File: config.mk
export PLATFORM = sky130hd
export DESIGN_NAME = pc_stack
export DESIGN_NICKNAME = d
export VERILOG_FILES = /design/src/shared/pc_stack_pkg.sv /design/src/logic/pc_stack.sv
export SDC_FILE = /design/constraint.sdc
export NUM_CORES = 1
export LEC_CHECK = 0
export ABC_AREA = 1
export ABC_CLOCK_PERIOD_IN_PS = 4450
export BUFFER_PORTS_ARGS = -buffer_cell sky130_fd_sc_hd__buf_2
export CAP_MARGIN = 20
export CORE_MARGIN = 2
export CORE_UTILIZATION = 45
export CTS_CLUSTER_DIAMETER = 30
export DETAILED_ROUTE_END_ITERATION = 12
export HOLD_SLACK_MARGIN = 0.08
export PLACE_DENSITY = 0.61
export SLEW_MARGIN = 25
export SYNTH_ARGS = -nofsm -noshare
export SYNTH_HDL_FRONTEND = slang
export SYNTH_SLANG_ARGS = --single-unit
File: constraint.sdc
create_clock -name mclk_i -period 4.45 [get_ports mclk_i]
set_input_delay 1.335 -clock mclk_i [delete_from_list [all_inputs] [get_ports mclk_i]]
set_output_delay 1.335 -clock mclk_i [all_outputs]
set_load 0.02 [all_outputs]
File: src/shared/pc_stack_pkg.sv
// Constants for the program counter and return stack block
package pc_stack_pkg;
    // ------------------------------------------------------------
    // Widths
    // ------------------------------------------------------------
    localparam int unsigned PC_W      = 13;
    localparam int unsigned DEPTH     = 8;
    localparam int unsigned SP_W      = 3;
    localparam int unsigned ADDR_W    = 8;
    localparam int unsigned LIT_W     = 11;
    localparam int unsigned UPPER_W   = 5;
    // ------------------------------------------------------------
    // Register offsets, bank bit is ignored on decode
    // ------------------------------------------------------------
    localparam logic [6:0] PCL_OFF    = 7'h02;
    localparam logic [6:0] LATCH_OFF  = 7'h0A;
    // ------------------------------------------------------------
    // Reset values and vectors
    // ------------------------------------------------------------
    localparam logic [7:0]  PCL_RST   = 8'h00;
    localparam logic [4:0]  LATCH_RST = 5'h00;
    localparam logic [12:0] RST_VEC   = 13'h0000;
    localparam logic [12:0] INT_VEC   = 13'h0004;
    // Paging field position inside the latch
    localparam int unsigned PAGE_LSB  = 3;
endpackage : pc_stack_pkg

File: src/logic/pc_stack.sv
// Program counter sequencing with an eight-entry circular return stack
//
// The implementer's own choice: the strobed register port.
`timescale 1ns/1ps
module pc_stack (
    // Clock, reset, enable
    input  wire logic        mclk_i,
    input  wire logic        rst_i,
    input  wire logic        ce_i,
    // Register port
    input  wire logic [7:0]  reg_addr_i,
    input  wire logic [7:0]  reg_wdata_i,
    input  wire logic        reg_wr_i,
    input  wire logic        reg_rd_i,
    output logic      [7:0]  reg_rdata_o,
    // Sequencing from the decoder and interrupt logic
    input  wire logic        step_i,
    input  wire logic        call_i,
    input  wire logic        jump_i,
    input  wire logic        ret_i,
    input  wire logic        int_branch_i,
    input  wire logic [10:0] lit_addr_i,
    // Program counter
    output logic      [12:0] pc_o
);
    // ------------------------------------------------------------
    // State
    // ------------------------------------------------------------
    logic [12:0] pc_q;
    logic [12:0] pc_d;
    logic [4:0]  latch_q;
    logic [2:0]  sp_q;
    logic [2:0]  sp_d;
    logic [12:0] stack_q [8];
    logic [7:0]  rdata_q;
    logic [7:0]  rdata_d;

    // ------------------------------------------------------------
    // Decode
    // ------------------------------------------------------------
    wire         sel_pcl   = reg_addr_i[6:0] == pc_stack_pkg::PCL_OFF;
    wire         sel_latch = reg_addr_i[6:0] == pc_stack_pkg::LATCH_OFF;
    wire         wr_pcl    = reg_wr_i && sel_pcl;
    wire         wr_latch  = reg_wr_i && sel_latch;
    wire         do_push   = call_i || int_branch_i;
    wire         do_pop    = ret_i && !do_push;
    wire [12:0]  pc_next   = pc_q + 13'h0001;
    wire [2:0]   sp_top    = sp_q - 3'h1;
    // Paging bits pass into the PC but single-page memory ignores them
    wire [12:0]  branch_pc = {latch_q[4:3], lit_addr_i};

    // ------------------------------------------------------------
    // Next state: interrupt over call over return over jump
    // ------------------------------------------------------------
    always_comb begin
        pc_d = pc_q;
        sp_d = sp_q;
        if (int_branch_i) begin
            pc_d = pc_stack_pkg::INT_VEC;
            sp_d = sp_q + 3'h1;
        end else if (call_i) begin
            pc_d = branch_pc;
            sp_d = sp_q + 3'h1;
        end else if (do_pop) begin
            pc_d = stack_q[sp_top];
            sp_d = sp_top;
        end else if (jump_i) begin
            pc_d = branch_pc;
        end else if (wr_pcl) begin
            pc_d = {latch_q, reg_wdata_i};
        end else if (step_i) begin
            pc_d = pc_next;
        end
    end

    // Upper PC bits are never on the read mux
    assign rdata_d = sel_pcl   ? pc_q[7:0] :
                     sel_latch ? {3'h0, latch_q} :
                                 8'h00;

    // ------------------------------------------------------------
    // Registers
    // ------------------------------------------------------------
    always_ff @(posedge mclk_i) begin
        if (rst_i) begin
            pc_q    <= pc_stack_pkg::RST_VEC;
            sp_q    <= 3'h0;
            latch_q <= pc_stack_pkg::LATCH_RST;
            rdata_q <= 8'h00;
        end else if (ce_i) begin
            pc_q    <= pc_d;
            sp_q    <= sp_d;
            rdata_q <= reg_rd_i ? rdata_d : 8'h00;
            if (wr_latch) begin
                latch_q <= reg_wdata_i[4:0];
            end
        end
    end

    // Stack entries: pushed value is the next instruction address
    genvar gi;
    generate
        for (gi = 0; gi < 8; gi++) begin : g_stack
            always_ff @(posedge mclk_i) begin
                if (rst_i) begin
                    stack_q[gi] <= 13'h0000;
                end else if (ce_i && do_push && sp_q == 3'(gi)) begin
                    stack_q[gi] <= pc_next;
                end
            end
        end
    endgenerate

    assign reg_rdata_o = rdata_q;
    assign pc_o        = pc_q;

    // ------------------------------------------------------------
    // Checks
    // ------------------------------------------------------------
    // Qualified events, following the sequencing priority
    wire branch_taken = ce_i && !int_branch_i &&
                        (call_i || (jump_i && !ret_i));
    wire pop_taken    = ce_i && ret_i && !call_i && !int_branch_i;
    wire no_op        = !step_i && !call_i && !jump_i && !ret_i &&
                        !int_branch_i && !wr_pcl;

    // ------------------------------------------------------------
    // Checks on reset
    // ------------------------------------------------------------
    chk_reset_zero: assert property (
        @(posedge mclk_i)
        rst_i |=> pc_o == pc_stack_pkg::RST_VEC && latch_q == 5'h00)
        else $error("reset did not clear pc");

    chk_reset_latch: assert property (
        @(posedge mclk_i)
        rst_i |=> latch_q == pc_stack_pkg::LATCH_RST)
        else $error("reset did not clear latch");

    chk_reset_pointer: assert property (
        @(posedge mclk_i)
        rst_i |=> sp_q == 3'h0)
        else $error("reset did not clear stack pointer");

    chk_reset_rdata: assert property (
        @(posedge mclk_i)
        rst_i |=> reg_rdata_o == 8'h00)
        else $error("reset did not clear read data");

    // ------------------------------------------------------------
    // Checks on the register port, stepping and idle hold
    // ------------------------------------------------------------
    chk_pcl_write_load: assert property (
        @(posedge mclk_i) disable iff (rst_i)
        ce_i && wr_pcl && !call_i && !jump_i && !ret_i && !int_branch_i
        |=> pc_o == {$past(latch_q), $past(reg_wdata_i)})
        else $error("low byte write did not load full latch");

    chk_pcl_read: assert property (
        @(posedge mclk_i) disable iff (rst_i)
        ce_i && reg_rd_i && sel_pcl
        |=> reg_rdata_o == $past(pc_o[7:0]))
        else $error("low byte read wrong");

    chk_latch_read: assert property (
        @(posedge mclk_i) disable iff (rst_i)
        ce_i && reg_rd_i && sel_latch |=> reg_rdata_o[7:5] == 3'h0)
        else $error("latch top bits not zero");

    chk_latch_value: assert property (
        @(posedge mclk_i) disable iff (rst_i)
        ce_i && reg_rd_i && sel_latch
        |=> reg_rdata_o[4:0] == $past(latch_q))
        else $error("latch read value wrong");

    chk_latch_write: assert property (
        @(posedge mclk_i) disable iff (rst_i)
        ce_i && wr_latch |=> latch_q == $past(reg_wdata_i[4:0]))
        else $error("latch write lost");

    chk_latch_hold: assert property (
        @(posedge mclk_i) disable iff (rst_i)
        !(ce_i && wr_latch) |=> $stable(latch_q))
        else $error("latch changed without a write");

    chk_bank_mirror: assert property (
        @(posedge mclk_i) disable iff (rst_i)
        ce_i && reg_rd_i && reg_addr_i[6:0] == 7'h0A
        |=> reg_rdata_o == {3'h0, $past(latch_q)})
        else $error("latch not seen from both banks");

    chk_unmapped_read: assert property (
        @(posedge mclk_i) disable iff (rst_i)
        ce_i && reg_rd_i && !sel_pcl && !sel_latch
        |=> reg_rdata_o == 8'h00)
        else $error("unmapped read not zero");

    chk_rdata_idle: assert property (
        @(posedge mclk_i) disable iff (rst_i)
        ce_i && !reg_rd_i |=> reg_rdata_o == 8'h00)
        else $error("read data stood past its cycle");

    chk_step_advance: assert property (
        @(posedge mclk_i) disable iff (rst_i)
        ce_i && step_i && !call_i && !jump_i && !ret_i && !int_branch_i
        && !wr_pcl |=> pc_o == $past(pc_o) + 13'h0001)
        else $error("step did not advance pc");

    chk_idle_hold: assert property (
        @(posedge mclk_i) disable iff (rst_i)
        ce_i && no_op |=> $stable(pc_o))
        else $error("pc moved with no request");

    // ------------------------------------------------------------
    // Checks on branches
    // ------------------------------------------------------------
    chk_branch_load: assert property (
        @(posedge mclk_i) disable iff (rst_i)
        branch_taken
        |=> pc_o == {$past(latch_q[4:3]), $past(lit_addr_i)})
        else $error("call or jump target wrong");

    chk_branch_low: assert property (
        @(posedge mclk_i) disable iff (rst_i)
        branch_taken |=> pc_o[10:0] == $past(lit_addr_i))
        else $error("branch low bits not from literal");

    chk_branch_page: assert property (
        @(posedge mclk_i) disable iff (rst_i)
        branch_taken |=> pc_o[12:11] == $past(latch_q[4:3]))
        else $error("paging bits not passed through");

    chk_int_vector: assert property (
        @(posedge mclk_i) disable iff (rst_i)
        ce_i && int_branch_i |=> pc_o == pc_stack_pkg::INT_VEC)
        else $error("interrupt did not vector to 0004h");

    chk_int_push: assert property (
        @(posedge mclk_i) disable iff (rst_i)
        ce_i && int_branch_i
        |=> stack_q[$past(sp_q)] == $past(pc_o) + 13'h0001)
        else $error("interrupt did not push return address");

    chk_call_push: assert property (
        @(posedge mclk_i) disable iff (rst_i)
        ce_i && call_i && !int_branch_i
        |=> stack_q[$past(sp_q)] == $past(pc_o) + 13'h0001)
        else $error("call did not push next address");

    // ------------------------------------------------------------
    // Checks on the return stack, latch hold and enable freeze
    // ------------------------------------------------------------
    chk_call_return: assert property (
        @(posedge mclk_i) disable iff (rst_i)
        ce_i && call_i && !int_branch_i ##1 pop_taken
        |=> pc_o == $past(pc_o, 2) + 13'h0001)
        else $error("return address not next instruction");

    chk_latch_stable: assert property (
        @(posedge mclk_i) disable iff (rst_i)
        (do_push || ret_i) && !wr_latch |=> $stable(latch_q))
        else $error("latch changed on push or pop");

    chk_stack_wrap: assert property (
        @(posedge mclk_i) disable iff (rst_i)
        ce_i && do_push |=> sp_q == $past(sp_q) + 3'h1)
        else $error("stack pointer did not advance");

    chk_pop_pointer: assert property (
        @(posedge mclk_i) disable iff (rst_i)
        pop_taken |=> sp_q == $past(sp_q) - 3'h1)
        else $error("stack pointer did not retreat");

    chk_pop_value: assert property (
        @(posedge mclk_i) disable iff (rst_i)
        pop_taken |=> pc_o == $past(stack_q[sp_top]))
        else $error("return did not load top entry");

    chk_pointer_hold: assert property (
        @(posedge mclk_i) disable iff (rst_i)
        !do_push && !ret_i |=> $stable(sp_q))
        else $error("stack pointer moved without push or pop");

    chk_jump_no_push: assert property (
        @(posedge mclk_i) disable iff (rst_i)
        ce_i && jump_i && !call_i && !ret_i && !int_branch_i
        |=> sp_q == $past(sp_q))
        else $error("jump touched the stack");

    chk_enable_freeze: assert property (
        @(posedge mclk_i) disable iff (rst_i)
        !ce_i |=> $stable(pc_o) && $stable(sp_q) && $stable(latch_q)
        && $stable(reg_rdata_o))
        else $error("state moved with enable low");
endmodule : pc_stack

==> summary.txt <==
Timing
  • Achievable frequency: 0.3158 GHz
  • Slew of the pin with the lowest slew margin: between 0.9 and 1 ns
  • Setup TNS: 0 ns
  • Final slew viol count: 0
  • Final setup violating endpoints: 0
  • Worst slew slack as a fraction of its limit: 36.08%
  • Final setup slack of the worst path: around 1.3 ns
  • Worst Skew: between 0.006 and 0.007 ns
  • Final period demand of the worst path: 3.166 ns
  • Share of the clock period used by the worst path: 71.15%
  • Number of hold violations in the final report: 0
  • RSZ-0062 raised after global routing: false

Global routing
  • Vias in the first global route: 5,600
  • Initial antenna violation count: 0
  • Remaining global-route overflow: 0
  • Total Routing Usage GR: around 25%
  • Wire length of the first global-routing pass: 30,300 µm
  • Maximum number of pins on one net before global-route repair: between 50 and 60

Placed design
  • Placed Area: ~7100 µm²
  • Final HPWL from detailed placement: roughly 12,000 µm
  • Placer congestion estimate: roughly 0.9
  • Number of buffers added on ports: 56
  • Cell total after placement: about 1.0k
  • Worst slack at placement: 0.8902 ns

Die
  • Die height: approximately 130 µm
  • Std cell rows: 44
  • Area of the placeable core: 14,530 µm²
  • Area of the die: 15,890 µm²
  • Die W: roughly 130 µm
  • Top-level I/O count: 58
  • Initial standard-cell utilization of the core: 46.12%

Final layout
  • Proportion of layout cells with a drive suffix above 1: between 10 and 15%
  • Final Non-Filler Cells: 1,042
  • Synth-to-Final Area Change: 15.05%
  • Leading cell types in the layout, fill and taps excluded: 204 x sky130_fd_sc_hd__nand2_1, 161 x sky130_fd_sc_hd__nor2_1, 104 x sky130_fd_sc_hd__edfxtp_1
  • Most common library cell in the layout ignoring fill and taps: sky130_fd_sc_hd__nand2_1
  • Design area: 7711 µm²
  • Number of nets in the layout: between 800 and 900
  • Number of diodes: 0

Setup path
  • Worst Path Required: about 4.7 ns
  • Maximum fanout along the worst path: 16
  • Worst setup slack for register-to-register paths: between 1.5 and 2 ns
  • Worst Setup Start Kind: input port
  • Worst Setup End Kind: flip-flop
  • Path type of the worst setup path: input port to flip-flop
  • Reg2reg path depth: 11
  • Crit path DAT: 3.42 ns

Clock tree
  • Number of sinks handled by clock tree synthesis: about 130
  • Clock buffer depth: 2
  • TritonCTS Buffers: 17
  • Setup fix buffers added after clock tree synthesis: 0
  • Worst-Skew Late Latency: around 0.42 ns
  • Clock slew at the register clock pins of the worst setup and hold paths: 0.06 ns
  • Clock Tree Root: sky130_fd_sc_hd__clkbuf_16
  • CTS tree: built
  • Number of hold buffers added after cts: 0
  • H-tree level count: 4
  • PostCTS Resize Cnt: 0

Pwr
  • Power density over the cells: roughly 420 nW/µm²
  • Worst supply voltage drop on vdd: about 0.27 mV
  • P_leak: between 3 and 4 nW

Synth
  • Yosys Warn Count: 0
  • Mapped Avg Cell Area: 8.357 µm²
  • Synth Cell Area: 6703 µm²
  • Distinct cell type count of the synthesized netlist: 33
  • Sequential-to-total area share from yosys stat: 55.25%
  • Number of flip-flops and latches in the synthesized netlist: approximately 130
  • Net count after synthesis: roughly 850
  • Cell count after synthesis: roughly 800

Route
  • Mean number of vias per cell: between 5 and 6
  • Number of vias in the routed layout: between 5k and 6k
  • Number of nets with antenna violations after routing: 0
  • Total length of routed wires: ~19,000 µm
  • Routed wire per std cell: around 18 µm
  • DR iter-0 viols: 551
  • Iteration count of the initial detailed-routing pass: 5
  • Post-route DRC: 0

Flow run
  • Max Cap Viol: 0

Hold path
  • Hold path cells: 2
  • Worst min path class: flip-flop to flip-flop

Run status
  • Status: finished, final reports clean
==> per-stage QoR <==
stage	util (%)	hold slack, ns	power (mW)
floorplan	-	0.4556	1.717
global placement	49.00	0.4521	1.856
detailed placement	49.00	0.4641	1.865
CTS	53.06	0.4745	3.265
global route	53.06	0.4996	3.371
finish	53.06	0.4693	3.254
==> final timing paths <==
path | from | end
worst min-delay path | reg_rdata_o[7] | reg_rdata_o[7]
worst max-delay path | call_i | stack_q[3][9]
worst min register to register | reg_rdata_o[7] | reg_rdata_o[7]
worst max register to register | pc_o[0] | pc_o[12]
==> sequential cells by signal, summed over array words and instances (netlist names) <==
register,count
sp_q,3
latch_q,5
pc_o,13
stack_q,104
reg_rdata_o,8
==> cell type report <==
cell class / instances / area [µm²]
fill: 1396 / 6823
sequential: 133 / 3705
multi-input combinational: 582 / 2659
clock buffer: 17 / 425.4
timing repair buffer: 67 / 362.8
tap: 184 / 230.2
inverter: 44 / 165.2
clock inverter: 15 / 163.9
==> Yosys cell counts, drive strengths merged <==
cell	number	area, µm²
inv	42	157.7
o21ai	26	130.1
nor3	6	30.03
o21bai	1	7.510
a21oi	58	290.3
o211ai	2	15.01
a22oi	9	67.56
nand3	66	330.3
xnor2	2	17.52
nand2	210	808.3
buf	11	55.05
edfxtp	104	3123
or2	6	40.04
a211oi	5	37.54
nor2	164	636.9
xor2	4	35.03
nand4	7	43.79
clkbuf	32	120.1
o221ai	2	17.52
a221oi	5	43.79
ha	8	100.1
clkinv	2	7.510
dfxtp	29	580.6
nand3b	1	7.510
==> logic make-up (layout without fill, tap and decap cells) <==
group           Yosys count  count (layout)  share of synthesized area, %
compound gates          108             108                         9.091
xor+xnor                  6               6                        0.7840
fa+ha+maj                 8               8                         1.493
flops                   133             133                         55.25
buf+inv                  87             143                         5.078
simple gates            460             460                         28.30
==> critical path: stages <==
cell	delay (ns)
sky130_fd_sc_hd__buf_2	0.12
sky130_fd_sc_hd__nor2_1	0.13
sky130_fd_sc_hd__nor2_1	0.75
sky130_fd_sc_hd__nand3_1	0.78
sky130_fd_sc_hd__nor2_1	0.30
==> power breakdown <==
group | internal (mW) | leakage (nW) | total [mW] | switching [mW]
logic | 0.118 | 1.48 | 0.420 | 0.302
clock network | 0.871 | 0.277 | 1.41 | 0.541
registers | 1.39 | 1.31 | 1.42 | 0.0268
==> metal layers <==
layer / share of wire (%) / vias up / wire (µm) / GRT usage [%]
li1: - / 2762 / - / -
met1: 43 / 2667 / 8140 / 33.94
met2: 48 / 217 / 9010 / 39.75
met3: 6.3 / 30 / 1184 / 4.206
met4: 3.0 / 0 / 562 / 10.99
met5: 0 / - / 0 / 0
Power figures use the tool's default switching activity.
